==> config.mk <==
export PLATFORM = sky130hd
export DESIGN_NAME = hpm_dma
export DESIGN_NICKNAME = d
export VERILOG_FILES = /design/src/design/hpm_pkg.sv /design/src/design/hpm_dma.sv
export VERILOG_INCLUDE_DIRS = /design/src /design/src/design
export SDC_FILE = /design/constraint.sdc
export NUM_CORES = 2
export LEC_CHECK = 0
export BUFFER_PORTS_ARGS = -buffer_cell sky130_fd_sc_hd__buf_2
export CORE_MARGIN = 3
export CORE_UTILIZATION = 56
export DETAILED_ROUTE_END_ITERATION = 8
export PLACE_DENSITY = 0.76
export SYNTH_ARGS = -nofsm -noshare
export SYNTH_HDL_FRONTEND = slang
export SYNTH_SLANG_ARGS = --single-unit
==> constraint.sdc <==
create_clock -name clk_sys_i -period 14.17 [get_ports clk_sys_i]
set_input_delay 2.1255 -clock clk_sys_i [delete_from_list [all_inputs] [get_ports clk_sys_i]]
set_output_delay 2.1255 -clock clk_sys_i [all_outputs]
set_load 0.05 [all_outputs]
==> src/design/hpm_cfg.svh <==
// Holds the register offsets, field positions and reset values of the transfer engine.
// Assumes byte addresses on the plain register port, each register one aligned word.
//
// Functional notes
// - Enable bits mask status onto interrupt output.
// - Source address loadable, advances with moved bytes.
// - Destination address loadable, advances with moved bytes.
// - Upper flags pick local or host per address.
// - Low count decrements; zero ends the transfer.
// - Nonzero count write launches; addresses set first.
// - Upper half encodes transfer type and options.
// - Burst timer loads at burst start, counts cycles.
// - Timer expiry: finish data phase, release bus.
// - Zero max burst time means unlimited bursts.
// - Storage requests never exceed the memory limit.
// - Checksum accumulates; software write seeds it.
// - Top checksum bit keeps persistent byte alignment.
// - Four checksum views: plain, inverted, swapped, both.
// - Read counter counts inbound, optionally descriptor bytes.
// - Write counter counts bytes moved outbound.
// - Sixty-four word staging array, diagnostic port.
// - Data port read returns word, bumps pointer.
// - Data port write stores word, bumps pointer.
// - Transfers wait for enabled receive or transmit.
`ifndef HPM_CFG_SVH
`define HPM_CFG_SVH

`define HPM_OFS_ISTS 8'h00
`define HPM_OFS_IEN 8'h04
`define HPM_OFS_CTRL 8'h08
`define HPM_OFS_SRC 8'h0C
`define HPM_OFS_DST 8'h10
`define HPM_OFS_CNTFLG 8'h14
`define HPM_OFS_MAXBURST 8'h18
`define HPM_OFS_MAXMEM 8'h1C
`define HPM_OFS_CSUM 8'h20
`define HPM_OFS_CSUM_INV 8'h24
`define HPM_OFS_CSUM_SWP 8'h28
`define HPM_OFS_CSUM_ISW 8'h2C
`define HPM_OFS_RDCNT 8'h30
`define HPM_OFS_WRCNT 8'h34
`define HPM_OFS_ARR_RA 8'h38
`define HPM_OFS_ARR_WA 8'h3C
`define HPM_OFS_ARR_DATA 8'h40

`define HPM_CTRL_RX_EN 0
`define HPM_CTRL_TX_EN 1
`define HPM_CTRL_CNT_DESC 2
`define HPM_FLG_SRC_LOCAL 16
`define HPM_FLG_DST_LOCAL 17
`define HPM_FLG_CSUM_EN 18
`define HPM_FLG_DESC 19
`define HPM_ISTS_DONE 0
`define HPM_CSUM_ALIGN 31

`define HPM_RST_WORD 32'h0000_0000
`define HPM_RST_CTRL 3'h0
`define HPM_RST_LIMIT 16'h0000
`define HPM_LIMIT_ZERO_AS 16'hFFFF
`define HPM_BEAT_BYTES 3'h4

`endif

==> src/design/hpm_pkg.sv <==
// Holds the types shared by the transfer engine.
// Assumes the constants header is compiled alongside it.
package hpm_pkg;

	// Beat sequencer, Gray coded along idle, read, write, advance.
	typedef enum logic [1:0] {
		HPM_IDLE = 2'h0,
		HPM_RD = 2'h1,
		HPM_WR = 2'h3,
		HPM_NXT = 2'h2
	} hpm_state_type;

	typedef logic [31:0] hpm_word_type;
	typedef logic [15:0] hpm_half_type;

endpackage : hpm_pkg

==> src/design/hpm_dma.sv <==
// Holds the general transfer engine: registers, beat sequencer, burst limiter, checksum, array.
// Assumes host bus and storage ports driven by logic on clk_sys_i; software uses the plain port.
`timescale 1ns/1ps
`include "hpm_cfg.svh"

module hpm_dma (
	// Clock and reset.
	input wire logic clk_sys_i,
	input wire logic rst_n_i,
	// Register port.
	input wire logic [7:0] reg_addr_i,
	input wire hpm_pkg::hpm_word_type reg_wdata_i,
	input wire logic reg_wr_i,
	input wire logic reg_rd_i,
	output hpm_pkg::hpm_word_type reg_rdata_o,
	output logic irq_o,
	// Descriptor queue unit start port.
	input wire logic dq_start_i,
	input wire hpm_pkg::hpm_word_type dq_src_i,
	input wire hpm_pkg::hpm_word_type dq_dst_i,
	input wire hpm_pkg::hpm_word_type dq_cntflg_i,
	output logic dq_ready_o,
	// Host bus master side.
	output logic hst_req_o,
	input wire logic hst_gnt_i,
	output logic hst_valid_o,
	output logic hst_we_o,
	output hpm_pkg::hpm_word_type hst_addr_o,
	output hpm_pkg::hpm_word_type hst_wdata_o,
	input wire logic hst_ack_i,
	input wire hpm_pkg::hpm_word_type hst_rdata_i,
	// On-chip storage side.
	output logic mem_req_o,
	output logic mem_first_o,
	output hpm_pkg::hpm_half_type mem_len_o,
	output logic mem_we_o,
	output hpm_pkg::hpm_word_type mem_addr_o,
	output hpm_pkg::hpm_word_type mem_wdata_o,
	input wire logic mem_ack_i,
	input wire hpm_pkg::hpm_word_type mem_rdata_i
);
	import hpm_pkg::*;

	////////////////////////////////////////////////////////////////////////////////
	// Checksum arithmetic.

	// Adds the first n bytes of a big-endian word; odd alignment places a byte low.
	function automatic hpm_word_type csum_add(input hpm_word_type c, input hpm_word_type d, input logic [2:0] n);
		logic [16:0] s;
		logic al;
		s = {1'b0, c[15:0]};
		al = c[`HPM_CSUM_ALIGN];
		for (int i = 0; i < 4; i++) begin
			if (3'(i) < n) begin
				if (al) begin
					s = {1'b0, s[15:0]} + {9'h000, d[31 - 8 * i -: 8]};
				end else begin
					s = {1'b0, s[15:0]} + {1'b0, d[31 - 8 * i -: 8], 8'h00};
				end
				s = {1'b0, s[15:0]} + {16'h0000, s[16]};
				al = ~al;
			end
		end
		return {al, 15'h0000, s[15:0]};
	endfunction : csum_add

	////////////////////////////////////////////////////////////////////////////////
	// State and registers.

	hpm_state_type state_reg, state_next;
	logic [2:0] ctrl_reg;
	logic [0:0] ists_reg, ien_reg;
	hpm_word_type src_reg, dst_reg, cnt_reg, csum_reg, rdcnt_reg, wrcnt_reg, stage_reg;
	hpm_half_type maxb_reg, maxm_reg, bt_reg, chunk_reg;
	logic bact_reg, rel_reg;
	logic [5:0] ra_reg, wa_reg, sp_reg;
	hpm_word_type arr [0:63];

	// Decoded strobes of the register port and the queue start port.
	logic wr_cnt, wr_data, rd_data, launch_sw, launch_dq;
	assign wr_cnt = reg_wr_i && reg_addr_i == `HPM_OFS_CNTFLG;
	assign wr_data = reg_wr_i && reg_addr_i == `HPM_OFS_ARR_DATA;
	assign rd_data = reg_rd_i && reg_addr_i == `HPM_OFS_ARR_DATA;
	assign launch_sw = wr_cnt && reg_wdata_i[15:0] != 16'h0000 && state_reg == HPM_IDLE;
	assign launch_dq = dq_start_i && dq_ready_o && !launch_sw;
	assign dq_ready_o = state_reg == HPM_IDLE && cnt_reg[15:0] == 16'h0000;

	// Transfer flags, direction gate and per-beat size.
	logic src_loc, dst_loc, inbound, outbound, dir_ok, done_evt;
	logic [2:0] beat;
	hpm_half_type lim;
	assign src_loc = cnt_reg[`HPM_FLG_SRC_LOCAL];
	assign dst_loc = cnt_reg[`HPM_FLG_DST_LOCAL];
	assign inbound = dst_loc && !src_loc;
	assign outbound = src_loc && !dst_loc;
	assign dir_ok = inbound ? ctrl_reg[`HPM_CTRL_RX_EN] : outbound ? ctrl_reg[`HPM_CTRL_TX_EN]
		: (ctrl_reg[`HPM_CTRL_RX_EN] || ctrl_reg[`HPM_CTRL_TX_EN]);
	assign beat = cnt_reg[15:0] < 16'h0004 ? cnt_reg[2:0] : `HPM_BEAT_BYTES;
	assign lim = maxm_reg == 16'h0000 ? `HPM_LIMIT_ZERO_AS : maxm_reg;
	assign done_evt = state_reg == HPM_NXT && cnt_reg[15:0] == {13'h0000, beat};

	////////////////////////////////////////////////////////////////////////////////
	// Port sides for the current beat.

	logic host_beat, mem_beat, beat_ack, expired;
	assign host_beat = (state_reg == HPM_RD && !src_loc) || (state_reg == HPM_WR && !dst_loc);
	assign mem_beat = (state_reg == HPM_RD && src_loc) || (state_reg == HPM_WR && dst_loc);
	assign expired = bact_reg && maxb_reg != 16'h0000 && bt_reg == 16'h0000;
	assign hst_req_o = host_beat && !rel_reg;
	assign hst_valid_o = hst_req_o && hst_gnt_i;
	assign hst_we_o = state_reg == HPM_WR;
	assign hst_addr_o = state_reg == HPM_WR ? dst_reg : src_reg;
	assign hst_wdata_o = stage_reg;
	assign mem_req_o = mem_beat;
	assign mem_we_o = state_reg == HPM_WR;
	assign mem_addr_o = state_reg == HPM_WR ? dst_reg : src_reg;
	assign mem_wdata_o = stage_reg;
	assign mem_first_o = mem_beat && chunk_reg == 16'h0000;
	assign mem_len_o = cnt_reg[15:0] < lim ? cnt_reg[15:0] : lim;
	assign beat_ack = (hst_valid_o && hst_ack_i) || (mem_beat && mem_ack_i);

	////////////////////////////////////////////////////////////////////////////////
	// Beat sequencer: read a word, write it, then advance the counters.

	always_comb begin
		state_next = state_reg;
		unique case (state_reg)
			HPM_IDLE: begin
				if (cnt_reg[15:0] != 16'h0000 && dir_ok) begin
					state_next = HPM_RD;
				end
			end
			HPM_RD: begin
				if (beat_ack) begin
					state_next = HPM_WR;
				end
			end
			HPM_WR: begin
				if (beat_ack) begin
					state_next = HPM_NXT;
				end
			end
			HPM_NXT: begin
				state_next = HPM_IDLE;
			end
		endcase
	end

	always_ff @(posedge clk_sys_i) begin
		if (!rst_n_i) begin
			state_reg <= HPM_IDLE;
		end else begin
			state_reg <= state_next;
		end
	end

	// Captures the source word of the beat.
	always_ff @(posedge clk_sys_i) begin
		if (!rst_n_i) begin
			stage_reg <= `HPM_RST_WORD;
		end else if (state_reg == HPM_RD && beat_ack) begin
			stage_reg <= src_loc ? mem_rdata_i : hst_rdata_i;
		end
	end

	// Address registers load from software or the queue unit and advance per beat.
	always_ff @(posedge clk_sys_i) begin
		if (!rst_n_i) begin
			src_reg <= `HPM_RST_WORD;
			dst_reg <= `HPM_RST_WORD;
		end else if (launch_dq) begin
			src_reg <= dq_src_i;
			dst_reg <= dq_dst_i;
		end else if (state_reg == HPM_NXT) begin
			src_reg <= src_reg + {29'h0000_0000, beat};
			dst_reg <= dst_reg + {29'h0000_0000, beat};
		end else if (reg_wr_i && state_reg == HPM_IDLE) begin
			if (reg_addr_i == `HPM_OFS_SRC) begin
				src_reg <= reg_wdata_i;
			end
			if (reg_addr_i == `HPM_OFS_DST) begin
				dst_reg <= reg_wdata_i;
			end
		end
	end

	// Count and flags: a launch loads them, each beat counts down.
	always_ff @(posedge clk_sys_i) begin
		if (!rst_n_i) begin
			cnt_reg <= `HPM_RST_WORD;
		end else if (launch_sw) begin
			cnt_reg <= reg_wdata_i;
		end else if (launch_dq) begin
			cnt_reg <= dq_cntflg_i;
		end else if (state_reg == HPM_NXT) begin
			cnt_reg[15:0] <= cnt_reg[15:0] - {13'h0000, beat};
		end else if (wr_cnt && state_reg == HPM_IDLE && cnt_reg[15:0] == 16'h0000) begin
			cnt_reg[31:16] <= reg_wdata_i[31:16];
		end
	end

	// Storage request splitting: a new request opens once the previous one is used up.
	always_ff @(posedge clk_sys_i) begin
		if (!rst_n_i) begin
			chunk_reg <= 16'h0000;
		end else if (launch_sw || launch_dq) begin
			chunk_reg <= 16'h0000;
		end else if (mem_beat && mem_ack_i) begin
			chunk_reg <= (mem_first_o ? mem_len_o : chunk_reg) - {13'h0000, beat};
		end
	end

	////////////////////////////////////////////////////////////////////////////////
	// Burst limiter on the host bus.

	always_ff @(posedge clk_sys_i) begin
		if (!rst_n_i) begin
			bact_reg <= 1'b0;
			bt_reg <= 16'h0000;
			rel_reg <= 1'b0;
		end else begin
			rel_reg <= 1'b0;
			if (!hst_req_o) begin
				bact_reg <= 1'b0;
			end else if (hst_gnt_i && !bact_reg) begin
				bact_reg <= 1'b1;
				bt_reg <= maxb_reg;
			end else if (expired && hst_valid_o && hst_ack_i) begin
				bact_reg <= 1'b0;
				rel_reg <= 1'b1;
			end else if (bact_reg && bt_reg != 16'h0000) begin
				bt_reg <= bt_reg - 16'h0001;
			end
		end
	end

	////////////////////////////////////////////////////////////////////////////////
	// Checksum and byte statistics.

	always_ff @(posedge clk_sys_i) begin
		if (!rst_n_i) begin
			csum_reg <= `HPM_RST_WORD;
		end else if (state_reg == HPM_NXT && cnt_reg[`HPM_FLG_CSUM_EN]) begin
			csum_reg <= csum_add(csum_reg, stage_reg, beat);
		end else if (reg_wr_i && reg_addr_i == `HPM_OFS_CSUM) begin
			csum_reg <= {reg_wdata_i[31], 15'h0000, reg_wdata_i[15:0]};
		end
	end

	always_ff @(posedge clk_sys_i) begin
		if (!rst_n_i) begin
			rdcnt_reg <= `HPM_RST_WORD;
			wrcnt_reg <= `HPM_RST_WORD;
		end else if (state_reg == HPM_NXT) begin
			if (inbound && (!cnt_reg[`HPM_FLG_DESC] || ctrl_reg[`HPM_CTRL_CNT_DESC])) begin
				rdcnt_reg <= rdcnt_reg + {29'h0000_0000, beat};
			end
			if (outbound) begin
				wrcnt_reg <= wrcnt_reg + {29'h0000_0000, beat};
			end
		end else if (reg_wr_i) begin
			if (reg_addr_i == `HPM_OFS_RDCNT) begin
				rdcnt_reg <= reg_wdata_i;
			end
			if (reg_addr_i == `HPM_OFS_WRCNT) begin
				wrcnt_reg <= reg_wdata_i;
			end
		end
	end

	////////////////////////////////////////////////////////////////////////////////
	// Control, limits and interrupt status.

	always_ff @(posedge clk_sys_i) begin
		if (!rst_n_i) begin
			ctrl_reg <= `HPM_RST_CTRL;
			ien_reg <= 1'b0;
			maxb_reg <= `HPM_RST_LIMIT;
			maxm_reg <= `HPM_RST_LIMIT;
		end else if (reg_wr_i) begin
			if (reg_addr_i == `HPM_OFS_CTRL) begin
				ctrl_reg <= reg_wdata_i[2:0];
			end
			if (reg_addr_i == `HPM_OFS_IEN) begin
				ien_reg <= reg_wdata_i[0];
			end
			if (reg_addr_i == `HPM_OFS_MAXBURST) begin
				maxb_reg <= reg_wdata_i[15:0];
			end
			if (reg_addr_i == `HPM_OFS_MAXMEM) begin
				maxm_reg <= reg_wdata_i[15:0];
			end
		end
	end

	// Done is sticky; writing one clears it, a new done in the same cycle wins.
	always_ff @(posedge clk_sys_i) begin
		if (!rst_n_i) begin
			ists_reg <= 1'b0;
		end else if (done_evt) begin
			ists_reg <= 1'b1;
		end else if (reg_wr_i && reg_addr_i == `HPM_OFS_ISTS && reg_wdata_i[`HPM_ISTS_DONE]) begin
			ists_reg <= 1'b0;
		end
	end

	assign irq_o = |(ists_reg & ien_reg);

	////////////////////////////////////////////////////////////////////////////////
	// Staging array and its diagnostic pointers.

	always_ff @(posedge clk_sys_i) begin
		if (wr_data) begin
			arr[wa_reg] <= reg_wdata_i;
		end else if (state_reg == HPM_RD && beat_ack) begin
			arr[sp_reg] <= src_loc ? mem_rdata_i : hst_rdata_i;
		end
	end

	always_ff @(posedge clk_sys_i) begin
		if (!rst_n_i) begin
			ra_reg <= 6'h00;
			wa_reg <= 6'h00;
			sp_reg <= 6'h00;
		end else begin
			if (state_reg == HPM_NXT) begin
				sp_reg <= sp_reg + 6'h01;
			end
			if (rd_data) begin
				ra_reg <= ra_reg + 6'h01;
			end else if (reg_wr_i && reg_addr_i == `HPM_OFS_ARR_RA) begin
				ra_reg <= reg_wdata_i[5:0];
			end
			if (wr_data) begin
				wa_reg <= wa_reg + 6'h01;
			end else if (reg_wr_i && reg_addr_i == `HPM_OFS_ARR_WA) begin
				wa_reg <= reg_wdata_i[5:0];
			end
		end
	end

	////////////////////////////////////////////////////////////////////////////////
	// Read data, one cycle after the strobe; unmapped addresses read zero.

	hpm_word_type rd_mux;
	always_comb begin
		rd_mux = `HPM_RST_WORD;
		unique case (reg_addr_i)
			`HPM_OFS_ISTS: rd_mux = {31'h0000_0000, ists_reg};
			`HPM_OFS_IEN: rd_mux = {31'h0000_0000, ien_reg};
			`HPM_OFS_CTRL: rd_mux = {29'h0000_0000, ctrl_reg};
			`HPM_OFS_SRC: rd_mux = src_reg;
			`HPM_OFS_DST: rd_mux = dst_reg;
			`HPM_OFS_CNTFLG: rd_mux = cnt_reg;
			`HPM_OFS_MAXBURST: rd_mux = {16'h0000, maxb_reg};
			`HPM_OFS_MAXMEM: rd_mux = {16'h0000, maxm_reg};
			`HPM_OFS_CSUM: rd_mux = csum_reg;
			`HPM_OFS_CSUM_INV: rd_mux = {csum_reg[31:16], ~csum_reg[15:0]};
			`HPM_OFS_CSUM_SWP: rd_mux = {csum_reg[31:16], csum_reg[7:0], csum_reg[15:8]};
			`HPM_OFS_CSUM_ISW: rd_mux = {csum_reg[31:16], ~csum_reg[7:0], ~csum_reg[15:8]};
			`HPM_OFS_RDCNT: rd_mux = rdcnt_reg;
			`HPM_OFS_WRCNT: rd_mux = wrcnt_reg;
			`HPM_OFS_ARR_RA: rd_mux = {26'h000_0000, ra_reg};
			`HPM_OFS_ARR_WA: rd_mux = {26'h000_0000, wa_reg};
			`HPM_OFS_ARR_DATA: rd_mux = arr[ra_reg];
			default: rd_mux = `HPM_RST_WORD;
		endcase
	end

	always_ff @(posedge clk_sys_i) begin
		if (!rst_n_i) begin
			reg_rdata_o <= `HPM_RST_WORD;
		end else if (reg_rd_i) begin
			reg_rdata_o <= rd_mux;
		end
	end
endmodule : hpm_dma

==> impl_metrics.csv <==
group,metric,value,unit
power,leakage,40.5,nW
power,power_switching_share,31.7,%
sta,hold_viol,0,
sta,tns,-0.111,ns
finish,final_util,65.4,%
placed_design,port-buffer-count,391,
outcome,status,"complete, but fails checks",
power,powerDensity,155,nW/um2
placed_design,place_hpwl,218000,um
sta,drv_slew,1,
setup_path,timing.rr.end,"csum_reg[14]",
finish,drive_above_1_share,29.1,%
cts,numClockSinks,2386,
power,power.internal,0.0130,W
setup_path,crit_type,"reg2reg",
setup_path,worst_r2r_startpoint,"hst_wdata_o[24]",
power,combPwrFrac,24.2,%
setup_path,start_kind,"register",
cts,clk_latency,0.91,ns
global_routing,antenna_found_initial,19,
cts,cts_made_buffers,227,
routing,dr_total_vias,73054,
finish,layout_common_cells,"edfxtp_1, mux4_2, buf_4",
setup_path,worstRegToRegCells,75,
synthesis,synth_nets,7390,
finish,nFillCells,12519,
global_routing,grt_use_total,38.1,%
finish,largest_register,"arr",
routing,drt_wl_total,374000,um
power,p_switching,0.00604,W
global_routing,grt_pass1_wl,526000,um
floorplanning,dieArea,195000,um2
placed_design,placed_cell_area,114000,um2
routing,avgViaCountPerCell,7.00,
setup_path,r2r_slack,-0.11,ns
setup_path,endpoint_kind,"register",
routing,drt_first_pass_iters,8,
sta,timing.final.crit_share,101,%
sta,final.min_clock_period,14.28,ns
routing,ant_nets,0,
floorplanning,die_w,442,um
finish,nets,8054,
cts,cts_root_buf,"clkbuf_16",
cts,cts_tree,"built",
worst_hold_path,hold_class,"reg2reg",
synthesis,synth_edf_count,2048,
setup_path,critPathArrivalTime,15.01,ns
setup_path,worst-path-max-fanout,5,
floorplanning,rows,159,
finish,largest_reg_flops,2048,
floorplanning,core_area,188000,um2
synthesis,postSynthAreaPerCell,15.1,um2
floorplanning,io_pins,392,
synthesis,async_reset_ff_share,0,%
sta,max-slew-margin-rel,-0.955,%
global_routing,first_global_vias,71033,
finish,layout_commonest_cell,"edfxtp_1",
cts,htree_levels,4,
outcome,violations,"capacitance limit, slew limit, setup timing",
sta,hold_ws,0.476,ns
synthesis,synth-seq-area-share,64.3,%
finish,synthToLayoutAreaGrowth,15.9,%
sta,rsz0062_at_grt,"true",
power,ir_worst_vdd,0.000132,V
setup_path,cp_common_cell,"or3_4",
cts,clockBufferDepth,3,
placed_design,gp_congestion,1.00,
sta,fmax,0.0700,GHz
job,cap_viol_max_count,1,
sta,worst_slack,-0.109,ns
power,p_seq_share,41.5,%
worst_hold_path,hp-start,"reg_rdata_o[4]",
power,power_frac_clock,34.3,%
setup_path,cp-startpoint,"hst_wdata_o[24]",
routing,drt_iter0_markers,12110,
routing,avgRoutedWirePerCell,35.8,um
floorplanning,die_h,442,um
setup_path,slowest_stage,"fa_2",
setup_path,required,14.90,ns
synthesis,syn_inst,7055,
synthesis,syn_area,106000,um2
cts,path_clk_slew,0.07,ns
routing,drcViolationCount,0,
global_routing,overflow,0,
synthesis,synth.distinct_cells,99,
sta,setup_viol,2,
finish,stdcell_area,123000,um2
synthesis,yosys_warnings,0,
setup_path,slowest_delay,0.42,ns
synthesis,ys_ff_latch,2386,
floorplanning,initial_utilization,56.4,%
global_routing,grt_max_degree,137,
worst_hold_path,min_path_cells,2,
sta,fin_skew,0.102,ns
worst_hold_path,min_to,"reg_rdata_o[4]",
sta,max_slew.worst_pin.slew,1.48,ns
synthesis,synthFlopType,"edfxtp_1",
-- cell usage after synthesis (11+ instances only) --
cell | n | area (um2)
mux4_2 | 647 | 14600
nor2_1 | 577 | 2170
o21a_1 | 16 | 120
mux2_2 | 54 | 608
nand4_1 | 43 | 269
or4_1 | 14 | 105
a211oi_1 | 167 | 1250
a311oi_1 | 43 | 377
a221oi_1 | 32 | 280
nor3b_1 | 12 | 90.1
buf_4 | 66 | 495
nand2_1 | 495 | 1860
o31ai_1 | 24 | 180
a2111oi_0 | 12 | 105
o22ai_1 | 24 | 150
xnor2_1 | 100 | 876
nor3_1 | 114 | 571
nand3b_1 | 11 | 82.6
o21ai_0 | 230 | 1150
a222oi_1 | 31 | 310
mux2i_1 | 89 | 891
a21o_1 | 43 | 323
buf_1 | 91 | 342
inv_1 | 95 | 357
a31oi_1 | 48 | 300
ha_1 | 114 | 1430
edfxtp_1 | 2048 | 61500
clkbuf_1 | 349 | 1310
a21oi_1 | 360 | 1800
nor2b_1 | 54 | 338
nand3_1 | 146 | 731
nor4_1 | 31 | 194
nand2b_1 | 45 | 282
xor2_1 | 57 | 499
dfxtp_1 | 338 | 6770
a22oi_1 | 53 | 398
o2111ai_1 | 11 | 96.3
and2_1 | 16 | 100
and3_1 | 57 | 357
or3_1 | 31 | 194
o211ai_1 | 61 | 458
fa_1 | 13 | 260
-- cells by family (layout without fill, tap and decap cells) --
| kind of cell | count (synthesis) | count (layout) | synth area share (%) |
|---|---|---|---|
| flip-flops | 2386 | 2386 | 64.3 |
| other | 1 | 16 | 0.00353 |
| multiplexers | 791 | 791 | 15.1 |
| AO/OA/AOI/OAI | 1277 | 1277 | 7.91 |
| XOR/XNOR | 158 | 158 | 1.32 |
| AND/OR/NAND/NOR | 1697 | 1697 | 7.33 |
| buffers and inverters | 618 | 1482 | 2.44 |
| adder cells (fa/ha/maj) | 127 | 127 | 1.59 |
-- power groups by stage --
stage	Sequential [W]	Combinational (W)	Clock [W]
4_1_cts	0.00788	0.00438	0.00655
5_1_grt	0.00789	0.00490	0.00678
6_report	0.00789	0.00461	0.00653
3_3_place_gp	0.00803	0.00427	0
2_1_floorplan	0.00797	0.00262	0
3_5_place_dp	0.00803	0.00430	0
-- through the flow --
stage / instances / total power [W] / setup slack, ns
after floorplan: 7055 / 0.0106 / 0.0436
after global placement: 9953 / 0.0123 / -0.620
after detailed placement: 9953 / 0.0123 / -0.786
after CTS: 10403 / 0.0188 / -0.0187
after global routing: 10417 / 0.0196 / -0.739
final: 10429 / 0.0190 / -0.109
-- layout make-up --
class                   count  area (um2)  share of cell area (%)
clock inverters           154        1890                    1.53
diodes                     15        37.5                  0.0305
well taps                2495        3120                    2.54
clock buffers             275        6020                    4.89
inverters                 100         383                   0.311
multi-input cells        4051       37100                    30.2
repair buffers            953        6220                    5.05
flip-flops and latches   2386       68300                    55.5
-- repair_timing --
item	in CTS	in global routing
gates cloned	0	0
endpoints found under the hold margin	0	0
hold buffers	0	0
endpoints found under the setup margin	10	13
setup buffers	21	12
pin swaps	38	79
resized for setup	65	91
-- how the worst max path moves through the flow --
stage,end,slack [ns],cells after the start
2_1_floorplan,csum_reg[14],0.04,79
3_3_place_gp,csum_reg[14],-0.62,80
3_5_place_dp,csum_reg[14],-0.79,76
4_1_cts,csum_reg[14],-0.02,80
5_1_grt,csum_reg[14],-0.74,76
6_report,csum_reg[14],-0.11,75
-- routing by layer --
metal  track usage [%]  vias up  wire [um]
li1                  -    29303          -
met1              48.9    36283     125000
met2              59.2     6048     174000
met3              9.51     1408      47300
met4              22.6       12      27500
met5                 0        -         83
-- critical path, delay by kind of cell (launching register included) --
kind | cells | cell delay, ns
XOR/XNOR | 2 | 0.32
AO/OA/AOI/OAI | 29 | 5.51
buffers and inverters | 6 | 0.64
flip-flops | 1 | 0.36
AND/OR/NAND/NOR | 24 | 4.20
adder cells (fa/ha/maj) | 11 | 2.71
multiplexers | 3 | 0.41
No activity file was read; power rests on OpenSTA's default activity.
